$ cat src/rtl/cgt_pkg.sv
// Package for the cascaded 32-bit gated timer: register map, fields, resets
package cgt_pkg;
  // Register byte offsets
  localparam logic [7:0] OFS_COUNT_LOW   = 8'h00; // count_low_word
  localparam logic [7:0] OFS_COUNT_HIGH  = 8'h04; // count_high_word
  localparam logic [7:0] OFS_PERIOD_LOW  = 8'h08; // period_low_word
  localparam logic [7:0] OFS_PERIOD_HIGH = 8'h0c; // period_high_word
  localparam logic [7:0] OFS_LOWER_CTRL  = 8'h10; // lower_timer_control
  localparam logic [7:0] OFS_UPPER_CTRL  = 8'h14; // upper_timer_control
  localparam logic [7:0] OFS_IRQ_STATUS  = 8'h18; // irq_flag_reg_zero, read only
  localparam logic [7:0] OFS_IRQ_ENABLE  = 8'h1c; // irq_enable_reg_zero
  localparam logic [7:0] OFS_IRQ_CLEAR   = 8'h20; // write one to clear
  localparam logic [7:0] OFS_SYS_CTRL    = 8'h24; // sleep and 32-bit mode
  // Control field positions
  localparam int CTL_TIMER_ON     = 15;
  localparam int CTL_GATE_ACC     = 6;
  localparam int CTL_PRESCALE_HI  = 5;
  localparam int CTL_PRESCALE_LO  = 4;
  localparam int CTL_MODE32       = 3;
  localparam int CTL_CLK_SOURCE   = 1;
  localparam int IRQ_PERIOD_BIT   = 7;
  localparam int SYS_SLEEP_BIT    = 0;
  // Reset values
  localparam logic [15:0] RST_COUNT  = 16'h0000;
  localparam logic [15:0] RST_PERIOD = 16'hffff;
  localparam logic [15:0] RST_CTRL   = 16'h0000;
  // Instruction clock divides the oscillator by four
  localparam int INSTR_CLK_DIV = 4;
  // Prescale select codes
  typedef enum logic [1:0] {PS_DIV1, PS_DIV8, PS_DIV64, PS_DIV256} cgt_prescale_t;
  // AXI response codes
  localparam logic [1:0] RESP_OKAY   = 2'b00;
  localparam logic [1:0] RESP_SLVERR = 2'b10;
endpackage

$ cat src/rtl/cgt_prescaler.sv
// Prescaler: divides a tick stream by 1, 8, 64 or 256
`timescale 1ns/1ns
`default_nettype none
module cgt_prescaler
  import cgt_pkg::*;
(
  input  wire logic       aclk,
  input  wire logic       aresetn,
  input  wire logic       run,       // Timer on; counter frozen otherwise
  input  wire logic       clear,     // Clear request from software writes
  input  wire logic       tick_in,   // Input clock enable
  input  wire logic [1:0] select,    // Prescale select code
  output logic            tick_out   // Divided one-cycle enable
);
  logic [7:0] cnt_r;  // Internal prescale count
  logic [7:0] limit;  // Last count before wrap

  // Terminal count per select code
  always_comb
  begin
    unique case (cgt_prescale_t'(select))
      PS_DIV1:   limit = 8'h00;
      PS_DIV8:   limit = 8'h07;
      PS_DIV64:  limit = 8'h3f;
      PS_DIV256: limit = 8'hff;
    endcase
  end

  // Count input ticks; clears only while running, since the clock is halted
  always_ff @(posedge aclk)
  begin
    if (!aresetn)
      cnt_r <= 8'h00;
    else if (run && clear)
      cnt_r <= 8'h00;
    else if (run && tick_in)
      cnt_r <= (cnt_r == limit) ? 8'h00 : cnt_r + 8'h01;
  end

  assign tick_out = run && tick_in && (cnt_r == limit);
endmodule // cgt_prescaler
`default_nettype wire

$ cat src/rtl/cgt_timer.sv
// Cascaded 32-bit gated timer with AXI4-Lite register slave
// Function
// - Gated mode counts instruction cycles while gate high
// - 32-bit mode: lower timer supplies clock, gate
// - Gate falling edge stops count, keeps value
// - ADC trigger pulse on 32-bit or upper 16-bit period match
// - Prescale divides by 1, 8, 64, 256
// - Clock source: instruction clock or external pin
// - 32-bit mode ignores upper prescale setting
// - Count, control writes or reset clear prescaler
// - Prescaler not cleared while timer off
// - Control writes leave counts unchanged
// - Sleep freezes the whole timer
// - Flag set on 32-bit period match or lower-timer gated-mode gate fall
// - Interrupt only when flag and enable set
`timescale 1ns/1ns
`default_nettype none
module cgt_timer
  import cgt_pkg::*;
#(
  parameter int OSC_DIV = INSTR_CLK_DIV  // aclk cycles per instruction cycle
)
(
  input  wire logic        aclk,
  input  wire logic        aresetn,
  input  wire logic [7:0]  s_axi_awaddr,
  input  wire logic        s_axi_awvalid,
  output logic             s_axi_awready,
  input  wire logic [31:0] s_axi_wdata,
  input  wire logic [3:0]  s_axi_wstrb,
  input  wire logic        s_axi_wvalid,
  output logic             s_axi_wready,
  output logic [1:0]       s_axi_bresp,
  output logic             s_axi_bvalid,
  input  wire logic        s_axi_bready,
  input  wire logic [7:0]  s_axi_araddr,
  input  wire logic        s_axi_arvalid,
  output logic             s_axi_arready,
  output logic [31:0]      s_axi_rdata,
  output logic [1:0]       s_axi_rresp,
  output logic             s_axi_rvalid,
  input  wire logic        s_axi_rready,
  input  wire logic        gate_input_pin,   // Gate input, also external clock
  output logic             adc_trigger,      // One-cycle ADC start strobe
  output logic             irq               // Level interrupt request
);
  import cgt_pkg::*;

  // Registers
  logic [15:0] count_low_word_r;     // Lower count
  logic [15:0] count_high_word_r;    // Upper count
  logic [15:0] period_low_word_r;    // Lower period
  logic [15:0] period_high_word_r;   // Upper period
  logic [15:0] lower_ctrl_r;         // lower_timer_control
  logic [15:0] upper_ctrl_r;         // upper_timer_control
  logic [15:0] irq_flag_r;           // irq_flag_reg_zero
  logic [15:0] irq_enable_r;         // irq_enable_reg_zero
  logic [1:0]  sys_ctrl_r;           // Bit0 sleep, bit1 32-bit mode
  // Bus state
  logic        aw_full_r;            // Write address captured
  logic        w_full_r;             // Write data captured
  logic [7:0]  aw_addr_r;            // Captured write address
  logic [31:0] w_data_r;             // Captured write data
  logic [3:0]  w_strb_r;             // Captured strobes
  // Clock and edge logic
  logic [7:0]  instr_div_r;          // Instruction clock divider
  logic        gate_prev_r;          // Previous gate sample
  logic        instr_tick;           // Instruction-cycle enable
  logic        gate_fall;            // Gate falling edge
  logic        ext_tick;             // External pin rising edge
  logic        lo_src_tick;          // Lower input clock
  logic        hi_src_tick;          // Upper input clock
  logic        lo_tick;              // Lower prescaled tick
  logic        hi_tick;              // Upper prescaled tick (16-bit use)
  logic        mode32;               // Cascaded operation
  logic        sleeping;             // CPU sleep, clocks stopped
  logic        lo_on;                // Lower timer on
  logic        hi_on;                // Upper timer on
  logic        match32;              // 32-bit period match
  logic        match_hi;             // Upper 16-bit period match
  logic        wr_fire;              // Write commits this cycle
  logic        wr_lo_cnt;            // Write to count_low_word
  logic        wr_hi_cnt;            // Write to count_high_word
  logic        wr_lo_ctl;            // Write to lower control
  logic        wr_hi_ctl;            // Write to upper control
  logic        lo_ps_clr;            // Clear lower prescaler
  logic        hi_ps_clr;            // Clear upper prescaler
  logic        period_event;         // Period match on a counting tick

  // Merge strobed bytes into a 16-bit register
  function automatic logic [15:0] merge16(input logic [15:0] old, input logic [31:0] d, input logic [3:0] s);
    merge16 = {s[1] ? d[15:8] : old[15:8], s[0] ? d[7:0] : old[7:0]};
  endfunction

  // Write decode helper
  function automatic logic hit(input logic [7:0] a, input logic [7:0] ofs);
    hit = (a == ofs);
  endfunction

  assign sleeping = sys_ctrl_r[SYS_SLEEP_BIT];
  assign mode32   = sys_ctrl_r[1];
  assign lo_on    = lower_ctrl_r[CTL_TIMER_ON] && !sleeping;
  assign hi_on    = upper_ctrl_r[CTL_TIMER_ON] && !sleeping && !mode32;

  assign wr_fire   = aw_full_r && w_full_r && !s_axi_bvalid;
  assign wr_lo_cnt = wr_fire && hit(aw_addr_r, OFS_COUNT_LOW);
  assign wr_hi_cnt = wr_fire && hit(aw_addr_r, OFS_COUNT_HIGH);
  assign wr_lo_ctl = wr_fire && hit(aw_addr_r, OFS_LOWER_CTRL);
  assign wr_hi_ctl = wr_fire && hit(aw_addr_r, OFS_UPPER_CTRL);
  assign lo_ps_clr = wr_lo_cnt || wr_hi_cnt || wr_lo_ctl || wr_hi_ctl;
  assign hi_ps_clr = lo_ps_clr;

  // Instruction clock: aclk divided by OSC_DIV, halted in sleep
  always_ff @(posedge aclk)
  begin
    if (!aresetn)
      instr_div_r <= 8'h00;
    else if (!sleeping)
      instr_div_r <= (instr_div_r == 8'(OSC_DIV - 1)) ? 8'h00 : instr_div_r + 8'h01;
  end
  assign instr_tick = !sleeping && (instr_div_r == 8'(OSC_DIV - 1));

  // Gate pin history for edge detection; frozen in sleep
  always_ff @(posedge aclk)
  begin
    if (!aresetn)
      gate_prev_r <= 1'b0;
    else if (!sleeping)
      gate_prev_r <= gate_input_pin;
  end
  assign gate_fall = !sleeping && gate_prev_r && !gate_input_pin;
  assign ext_tick  = !sleeping && !gate_prev_r && gate_input_pin;

  // Lower input clock: gated instruction clock, instruction clock, or pin
  always_comb
  begin
    if (lower_ctrl_r[CTL_CLK_SOURCE])
      lo_src_tick = ext_tick;
    else if (lower_ctrl_r[CTL_GATE_ACC])
      lo_src_tick = instr_tick && gate_input_pin;
    else
      lo_src_tick = instr_tick;
  end

  // Upper input clock in 16-bit use; its gate bit is ignored when cascaded
  always_comb
  begin
    if (upper_ctrl_r[CTL_CLK_SOURCE])
      hi_src_tick = ext_tick;
    else if (upper_ctrl_r[CTL_GATE_ACC])
      hi_src_tick = instr_tick && gate_input_pin;
    else
      hi_src_tick = instr_tick;
  end

  // Lower prescaler also serves the whole 32-bit timer
  cgt_prescaler u_lo_ps (
    .aclk     (aclk),
    .aresetn  (aresetn),
    .run      (lo_on),
    .clear    (lo_ps_clr),
    .tick_in  (lo_src_tick),
    .select   (lower_ctrl_r[CTL_PRESCALE_HI:CTL_PRESCALE_LO]),
    .tick_out (lo_tick)
  );

  // Upper prescaler idles in 32-bit mode, so its select has no effect
  cgt_prescaler u_hi_ps (
    .aclk     (aclk),
    .aresetn  (aresetn),
    .run      (hi_on),
    .clear    (hi_ps_clr),
    .tick_in  (hi_src_tick),
    .select   (upper_ctrl_r[CTL_PRESCALE_HI:CTL_PRESCALE_LO]),
    .tick_out (hi_tick)
  );

  assign match32  = {count_high_word_r, count_low_word_r} == {period_high_word_r, period_low_word_r};
  assign match_hi = count_high_word_r == period_high_word_r;
  // Match is acted on at the tick that would step past the period
  assign period_event = mode32 ? (lo_tick && match32) : (hi_tick && match_hi);

  // Lower count: software write wins over counting; control writes leave it
  always_ff @(posedge aclk)
  begin
    if (!aresetn)
      count_low_word_r <= RST_COUNT;
    else if (wr_lo_cnt)
      count_low_word_r <= merge16(count_low_word_r, w_data_r, w_strb_r);
    else if (lo_tick && mode32 && match32)
      count_low_word_r <= 16'h0000;
    else if (lo_tick && !(!mode32 && count_low_word_r == period_low_word_r))
      count_low_word_r <= count_low_word_r + 16'h0001;
    else if (lo_tick)
      count_low_word_r <= 16'h0000;
  end

  // Upper count: carry from lower in 32-bit mode, own clock otherwise
  always_ff @(posedge aclk)
  begin
    if (!aresetn)
      count_high_word_r <= RST_COUNT;
    else if (wr_hi_cnt)
      count_high_word_r <= merge16(count_high_word_r, w_data_r, w_strb_r);
    else if (mode32 && lo_tick)
    begin
      if (match32)
        count_high_word_r <= 16'h0000;
      else if (count_low_word_r == 16'hffff)
        count_high_word_r <= count_high_word_r + 16'h0001;
    end
    else if (!mode32 && hi_tick)
      count_high_word_r <= match_hi ? 16'h0000 : count_high_word_r + 16'h0001;
  end

  // Period and control registers
  always_ff @(posedge aclk)
  begin
    if (!aresetn)
    begin
      period_low_word_r  <= RST_PERIOD;
      period_high_word_r <= RST_PERIOD;
      lower_ctrl_r       <= RST_CTRL;
      upper_ctrl_r       <= RST_CTRL;
      irq_enable_r       <= 16'h0000;
      sys_ctrl_r         <= 2'b00;
    end
    else if (wr_fire)
    begin
      if (hit(aw_addr_r, OFS_PERIOD_LOW))
        period_low_word_r <= merge16(period_low_word_r, w_data_r, w_strb_r);
      if (hit(aw_addr_r, OFS_PERIOD_HIGH))
        period_high_word_r <= merge16(period_high_word_r, w_data_r, w_strb_r);
      if (wr_lo_ctl)
        lower_ctrl_r <= merge16(lower_ctrl_r, w_data_r, w_strb_r);
      if (wr_hi_ctl)
        upper_ctrl_r <= merge16(upper_ctrl_r, w_data_r, w_strb_r);
      if (hit(aw_addr_r, OFS_IRQ_ENABLE))
        irq_enable_r <= merge16(irq_enable_r, w_data_r, w_strb_r);
      if (hit(aw_addr_r, OFS_SYS_CTRL) && w_strb_r[0])
        sys_ctrl_r <= w_data_r[1:0];
    end
  end

  // Sticky flag: hardware sets, software clears, set wins the tie
  always_ff @(posedge aclk)
  begin
    if (!aresetn)
      irq_flag_r <= 16'h0000;
    else
    begin
      if (wr_fire && hit(aw_addr_r, OFS_IRQ_CLEAR))
        irq_flag_r <= irq_flag_r & ~merge16(16'h0000, w_data_r, w_strb_r);
      if (period_event && mode32 || gate_fall && lower_ctrl_r[CTL_GATE_ACC] && lo_on)
        irq_flag_r[IRQ_PERIOD_BIT] <= 1'b1;
    end
  end

  // Registered outputs: trigger strobe and level interrupt
  always_ff @(posedge aclk)
  begin
    if (!aresetn)
    begin
      adc_trigger <= 1'b0;
      irq         <= 1'b0;
    end
    else
    begin
      adc_trigger <= period_event;
      irq         <= |(irq_flag_r & irq_enable_r);
    end
  end

  // Write channels: address and data taken in either order
  always_ff @(posedge aclk)
  begin
    if (!aresetn)
    begin
      aw_full_r <= 1'b0;
      w_full_r  <= 1'b0;
      aw_addr_r <= 8'h00;
      w_data_r  <= 32'h0000_0000;
      w_strb_r  <= 4'h0;
      s_axi_bvalid <= 1'b0;
      s_axi_bresp  <= RESP_OKAY;
    end
    else
    begin
      if (s_axi_awvalid && s_axi_awready)
      begin
        aw_full_r <= 1'b1;
        aw_addr_r <= {s_axi_awaddr[7:2], 2'b00};
      end
      if (s_axi_wvalid && s_axi_wready)
      begin
        w_full_r <= 1'b1;
        w_data_r <= s_axi_wdata;
        w_strb_r <= s_axi_wstrb;
      end
      if (wr_fire)
      begin
        aw_full_r    <= 1'b0;
        w_full_r     <= 1'b0;
        s_axi_bvalid <= 1'b1;
        s_axi_bresp  <= (aw_addr_r <= OFS_SYS_CTRL) ? RESP_OKAY : RESP_SLVERR;
      end
      else if (s_axi_bvalid && s_axi_bready)
        s_axi_bvalid <= 1'b0;
    end
  end
  // Ready while the holding slot is empty and no response waits
  assign s_axi_awready = !aw_full_r && !s_axi_bvalid;
  assign s_axi_wready  = !w_full_r && !s_axi_bvalid;

  // Read channel: one cycle from address to data
  always_ff @(posedge aclk)
  begin
    if (!aresetn)
    begin
      s_axi_rvalid <= 1'b0;
      s_axi_rdata  <= 32'h0000_0000;
      s_axi_rresp  <= RESP_OKAY;
    end
    else if (s_axi_arvalid && s_axi_arready)
    begin
      s_axi_rvalid <= 1'b1;
      s_axi_rresp  <= RESP_OKAY;
      unique case ({s_axi_araddr[7:2], 2'b00})
        OFS_COUNT_LOW:   s_axi_rdata <= {16'h0000, count_low_word_r};
        OFS_COUNT_HIGH:  s_axi_rdata <= {16'h0000, count_high_word_r};
        OFS_PERIOD_LOW:  s_axi_rdata <= {16'h0000, period_low_word_r};
        OFS_PERIOD_HIGH: s_axi_rdata <= {16'h0000, period_high_word_r};
        OFS_LOWER_CTRL:  s_axi_rdata <= {16'h0000, lower_ctrl_r};
        OFS_UPPER_CTRL:  s_axi_rdata <= {16'h0000, upper_ctrl_r};
        OFS_IRQ_STATUS:  s_axi_rdata <= {16'h0000, irq_flag_r};
        OFS_IRQ_ENABLE:  s_axi_rdata <= {16'h0000, irq_enable_r};
        OFS_IRQ_CLEAR:   s_axi_rdata <= 32'h0000_0000;             // Write only
        OFS_SYS_CTRL:    s_axi_rdata <= {30'h0000_0000, sys_ctrl_r};
        default:
        begin
          s_axi_rdata <= 32'h0000_0000;                            // Unmapped
          s_axi_rresp <= RESP_SLVERR;
        end
      endcase
    end
    else if (s_axi_rvalid && s_axi_rready)
      s_axi_rvalid <= 1'b0;
  end
  assign s_axi_arready = !s_axi_rvalid;
endmodule // cgt_timer
`default_nettype wire

$ cat config.mk
export PLATFORM = sky130hd
export DESIGN_NAME = cgt_timer
export DESIGN_NICKNAME = d
export VERILOG_FILES = /design/src/rtl/cgt_pkg.sv /design/src/rtl/cgt_prescaler.sv /design/src/rtl/cgt_timer.sv
export SDC_FILE = /design/constraint.sdc
export NUM_CORES = 1
export LEC_CHECK = 0
export BUFFER_PORTS_ARGS = -buffer_cell sky130_fd_sc_hd__clkbuf_2
export CAP_MARGIN = 20
export CORE_MARGIN = 3
export CORE_UTILIZATION = 40
export CTS_BUF_LIST = sky130_fd_sc_hd__clkbuf_8
export DETAILED_ROUTE_END_ITERATION = 16
export HOLD_SLACK_MARGIN = 0.03
export SKIP_CTS_REPAIR_TIMING = 1
export SYNTH_ARGS = -nofsm -noshare
export SYNTH_HDL_FRONTEND = slang
export SYNTH_SLANG_ARGS = --single-unit
export TNS_END_PERCENT = 30
$ cat constraint.sdc
create_clock -name aclk -period 4.4 [get_ports aclk]
set_input_delay 0.22 -clock aclk [delete_from_list [all_inputs] [get_ports aclk]]
set_output_delay 0.22 -clock aclk [all_outputs]
set_load 0.02 [all_outputs]
Word-level counts from Yosys, hierarchy flattened
Cells that the tools add are included.
W data, S select, Z words.
{"block": "word_totals", "input_bits": 60, "reg_bits": 221, "out_inout_bits": 43}
{"block": "op_classes", "reduce_logical": 82, "n_addsub": 5, "order_cmp": 1, "bitwise_logic": 4, "eq_ne": 35, "mux": 33}
{"op": "$mux W16", "n": 10}
{"op": "$pmux W16 S9", "n": 1}
{"op": "$mux W8", "n": 8}
{"op": "$pmux W8 S4", "n": 2}
{"op": "$eq A6 B3 Y1 const B", "n": 7}
{"op": "$logic_and A1 B1 Y1", "n": 40}
{"op": "$reduce_and A3 Y1", "n": 12}
{"op": "$add A16 B1 Y16 const B", "n": 2}
{"op": "$and A16 B16 Y16", "n": 2}
{"op": "$eq A16 B16 Y1", "n": 2}
{"op": "$eq A32 B32 Y1", "n": 1}
{"op": "$add A8 B1 Y8 const B", "n": 3}
{"op": "$eq A6 B2 Y1 const B", "n": 4}
{"op": "$eq A6 B4 Y1 const B", "n": 4}
{"op": "$eq A16 B16 Y1 const B", "n": 1}
{"op": "$eq A8 B8 Y1", "n": 2}
{"op": "$not A16 Y16", "n": 1}
{"op": "$reduce_or A16 Y1", "n": 1}
{"op": "$eq A6 B1 Y1 const B", "n": 2}
{"op": "$mux W1", "n": 10}
{"op": "$reduce_or A10 Y1", "n": 1}
{"op": "$logic_not A1 Y1", "n": 9}
{"op": "$eq A2 B2 Y1 const B", "n": 4}
{"op": "$eq A8 B2 Y1 const B", "n": 1}
{"op": "other kinds (15)", "n": 30}

Longest topological paths before layout
{"block": "logic_depth", "depth_word": 12, "ltp_mapped": 11, "depth_no_buf": 8}

By module
A second synthesis with hierarchy kept.
{"block": "hier_totals", "hier_cells": 1263, "hier_area_um2": 10309.9}
{"mod": "cgt_timer", "cells_per_inst": 1171, "seq_area_each_um2": 3743.6, "area_each_um2": 9439.1, "n_inst": 1}
{"mod": "cgt_prescaler", "cells_per_inst": 46, "seq_area_each_um2": 160.2, "area_each_um2": 435.4, "n_inst": 2}

Worst setup path before layout
Ideal clock, no wire load.
{"block": "synth_path", "path_type": "register to register", "startpoint": "register instr_div_r[0]", "endpoint": "register count_high_word_r[4]", "setup_time_ns": 0.073, "stages_incl_launch_ff": 10, "synth_period_minus_slack_ns": 2.763, "arrival_ns": 2.690, "path_slack_ns": 1.637, "path_buffers": 1, "required_time_ns": 4.327, "cell_sequence": "dfxtp_1 ha_1 or4b_4 o41ai_4 nand4_2 o31a_1 buf_6 a21o_4 or4_4 o211ai_2"}
{"block": "synth_via", "elab_chain_cells": 10}
{"element": "from (decl)", "line_no": "cgt_timer.sv:66", "text": "logic [7:0] instr_div_r;"}
{"element": "from (signal assigned)", "line_no": "cgt_timer.sv:119", "text": "instr_div_r <= (instr_div_r == 8'(OSC_DIV - 1)) ? 8'h00 : instr_div_r + 8'h01;"}
{"element": "$eq A8 B2 Y1 *", "line_no": "cgt_timer.sv:121", "text": "assign instr_tick = !sleeping && (instr_div_r == 8'(OSC_DIV - 1));"}
{"element": "$logic_and A1 B1 Y1 *", "line_no": "cgt_timer.sv:121"}
{"element": "$logic_and A1 B1 Y1", "line_no": "cgt_timer.sv:140, cgt_timer.sv:151"}
{"element": "$mux W1 (on tied branches)", "line_no": "cgt_timer.sv:139, cgt_timer.sv:150"}
{"element": "$mux W1 (on tied branches)", "line_no": "cgt_timer.sv:137, cgt_timer.sv:148"}
{"element": "$logic_and A1 B1 Y1 (2 in series)", "line_no": "cgt_prescaler.sv:40", "text": "assign tick_out = run && tick_in && (cnt_r == limit);"}
{"element": "$logic_and A1 B1 Y1 (on tied branches)", "line_no": "cgt_timer.sv:205, cgt_timer.sv:212"}
{"element": "$ne A4 B3 Y1 (no source line) (tied with other cells)"}
{"element": "$reduce_and A3 Y1 (no source line) / $mux W16 (equally long branches)"}
{"element": "to (signal assigned)", "line_no": "cgt_timer.sv:204", "text": "count_high_word_r <= merge16(count_high_word_r, w_data_r, w_strb_r);"}
{"element": "to (signal assigned)", "line_no": "cgt_timer.sv:210", "text": "count_high_word_r <= count_high_word_r + 16'h0001;"}
{"element": "to (signal assigned)", "line_no": "cgt_timer.sv:213", "text": "count_high_word_r <= match_hi ? 16'h0000 : count_high_word_r + 16'h0001;"}
{"element": "to (decl)", "line_no": "cgt_timer.sv:51", "text": "logic [15:0] count_high_word_r;"}
Every way passes the cells marked *; elsewhere a longest branch is shown, timed or not.
A chain may end at the register's enable or synchronous reset.

Worst setup path in the final report
{"block": "layout_path", "startpoint": "register instr_div_r[0]", "endpoint": "register count_high_word_r[15]"}
Same word-level chain as after synthesis.

==> flow_summary.json <==
{
  "outcome": "complete, no violations",
  "yosysUniqueCellTypes": 69,
  "hpwl_mm": 21.57,
  "max-cap-violations": 0,
  "period_needed_ns": 3.247,
  "grt_max_degree": 79,
  "cts_tree": "yes",
  "synth_edf_count": 0,
  "avgRoutedWirePerCell_um": 19.54,
  "start_util": 0.4097,
  "ys_warn_count": 0,
  "power_switching_mw": 1.027,
  "syn_area_um2": 10050,
  "timing.hold.ws_ns": 0.02142,
  "yosysSeqAreaShare": 0.4043,
  "htree_num_levels": 2,
  "fillers": 2439,
  "root_buffer": "clkbuf_8",
  "leakagePower_nw": 4.688,
  "setup.worst_path.end_class": "flop",
  "ant_nets": 0,
  "startpoint_type": "flop",
  "via_per_inst": 5.672,
  "cts_sinks": 203,
  "cts.path.max_buffers": 3,
  "die_area_um2": 27070,
  "postSynthAreaPerCell_um2": 8.145,
  "mostFrequentLayoutCell": "dfxtp_1",
  "die_h_um": 164.5,
  "peakVddDrop_uv": 205.1,
  "grt_pass1_vias": 8391,
  "postRouteWirelength_mm": 32.01,
  "io_pins": 103,
  "crit_type": "reg -> reg",
  "pwr-share-comb": 0.056,
  "tightest_slew_ns": 1.006,
  "setup_viol_count_final": 0,
  "antenna_found_initial": 0,
  "cp_max_fo": 11,
  "hold_viol": 0,
  "portBuffers": 62,
  "clk_pin_slew_worst_paths_ns": 0.05,
  "track_usage": 0.2328,
  "p_seq_frac": 0.477,
  "grt_pass1_wl_mm": 49.10,
  "grt_overflow": 0,
  "regArea_um2": 4064,
  "antenna_cells": 0,
  "ys_seq_elements": 203,
  "gp_congestion": 0.8683,
  "power_density_nw_per_um2": 350.2,
  "critical_path_arrival_ns": 3.67,
  "finalSetupTns_ns": 0,
  "slew_headroom": 0.3253,
  "drive_above_1_share": 0.1172,
  "syn_inst": 1234,
  "internal-power_mw": 3.019,
  "numCtsBuffers": 38,
  "rsz0062_at_grt": "no",
  "rows": 57,
  "clock.fmax_ghz": 0.3080,
  "worstPathRequired_ns": 4.82,
  "area_delta_synth_final_pct": 14.94,
  "final_cell_mix": "203 x dfxtp_1, 176 x nand2_1, 151 x nor2_1",
  "min_period_over_period": 0.7380,
  "slew_viol_final": 0,
  "vias": 9291,
  "drt-pass1-iter-count": 5,
  "multiInputGateArea_um2": 5509,
  "insertion_delay_ns": 0.54,
  "reg2reg_slack_ns": 1.15,
  "dominantRegCellSynth": "dfxtp_1",
  "core_area_um2": 24530,
  "hold_path.class": "in -> reg",
  "drt_iter0_markers": 852,
  "synth-async-reset-ratio": 0,
  "skew_ns": 0.01589,
  "nNetsFinal": 1351,
  "die_w_um": 164.5,
  "drc_errors": 0,
  "pwr-share-clk": 0.467,
  "switching_share": 0.2539
}
==> registers in the layout (all words and copies together) (netlist names), 2 cells and up <==
name / cells
count_low_word_r: 16
w_data_r: 16
u_hi_ps.cnt_r: 8
period_low_word_r: 16
period_high_word_r: 16
s_axi_rdata: 16
u_lo_ps.cnt_r: 8
count_high_word_r: 16
irq_flag_r: 16
w_strb_r: 2
sys_ctrl_r: 2
lower_ctrl_r: 16
irq_enable_r: 16
instr_div_r: 8
aw_addr_r: 6
upper_ctrl_r: 16
==> synthesized netlist by cell type, types with 3 or more instances <==
master / n / area share
dfxtp_1: 203 / 0.40
or3_1: 9 / 0.0056
and3_1: 13 / 0.0081
nor3_1: 16 / 0.0080
a22o_1: 6 / 0.0052
a31oi_1: 13 / 0.0081
nand2_1: 176 / 0.066
a21o_1: 8 / 0.0060
a21boi_1: 3 / 0.0022
o21ai_0: 24 / 0.012
nand2b_1: 4 / 0.0025
a221oi_1: 7 / 0.0061
nand4_1: 35 / 0.022
buf_4: 18 / 0.013
o21ai_1: 9 / 0.0045
xnor2_1: 43 / 0.037
clkbuf_1: 88 / 0.033
nor2_1: 151 / 0.056
or4_1: 4 / 0.0030
buf_1: 5 / 0.0019
a21oi_1: 65 / 0.032
o41ai_1: 4 / 0.0035
o31ai_1: 7 / 0.0052
and4_1: 5 / 0.0044
nand3b_1: 6 / 0.0045
and2_1: 4 / 0.0025
nor3b_1: 4 / 0.0030
nor2b_1: 8 / 0.0050
o211ai_1: 9 / 0.0067
a22oi_1: 73 / 0.055
xor2_1: 11 / 0.0096
nand3_1: 60 / 0.030
ha_1: 5 / 0.0062
o31a_1: 5 / 0.0044
nor4_1: 7 / 0.0044
buf_2: 3 / 0.0015
inv_1: 7 / 0.0026
mux2i_1: 78 / 0.078
==> layout make-up <==
class	count	area share
clock inverter	18	0.009098
clock buffer	50	0.05957
inverter	8	0.002708
timing repair buffer	111	0.06488
sequential	203	0.3518
multi-input combinational	924	0.4769
tap	324	0.03509
==> cells by family (layout without fill, tap and decap cells) <==
| kind of cell | after synthesis | after routing | share of synthesized area |
|---|---|---|---|
| compound gates | 256 | 256 | 0.1742 |
| fa+ha+maj | 5 | 5 | 0.006224 |
| simple gates | 513 | 513 | 0.2353 |
| mux | 78 | 78 | 0.07768 |
| flops | 203 | 203 | 0.4043 |
| buf+inv | 124 | 187 | 0.05490 |
| other cells | 1 | 18 | 0.0003731 |
| xor+xnor | 54 | 54 | 0.04706 |
==> final timing paths <==
kind,startpoint,to,depth (start not counted)
setup / recovery,instr_div_r[0],count_high_word_r[15],8
hold reg to reg,irq_flag_r[13],irq_flag_r[13],2
setup reg to reg,instr_div_r[0],count_high_word_r[15],8
hold / removal,gate_input_pin,gate_prev_r,3
==> layer usage <==
metal | share of wire | global-route usage | vias up
met5 | 0 | 0 | -
met4 | 0.028 | 0.08273 | 0
met3 | 0.077 | 0.04465 | 57
met2 | 0.46 | 0.3638 | 325
met1 | 0.43 | 0.3215 | 4445
li1 | - | - | 4464
==> through the flow <==
step,std cells,power (mW),setup WS [ns],util,cell area [um2]
finish,1638,4.046,1.153,0.4709,11550
detailed placement,1541,2.174,1.178,0.4268,10470
floorplan,1251,2.091,1.637,-,10110
global placement,1541,2.170,1.209,0.4268,10470
CTS,1609,4.066,1.183,0.4591,11260
global route,1638,4.201,0.9371,0.4709,11550
==> worst max-delay path: stages, from the launching register on <==
cell and delay (ns):
dfxtp_1 0.36, ha_1 0.19, or4b_4 0.50, o41ai_4 0.36
and4_1 0.46, o211ai_1 0.14, o22ai_1 0.73, a21oi_1 0.16
a31o_2 0.24
==> power groups by stage <==
| stage | Sequential, mW | Combinational [mW] | Clock, mW |
|---|---|---|---|
| floorplan | 1.92 | 0.173 | 0 |
| global placement | 1.97 | 0.203 | 0 |
| detailed placement | 1.97 | 0.205 | 0 |
| CTS | 1.93 | 0.205 | 1.93 |
| global route | 1.93 | 0.250 | 2.02 |
| finish | 1.93 | 0.225 | 1.89 |
Note: power is estimated with default switching activity, not from simulation.
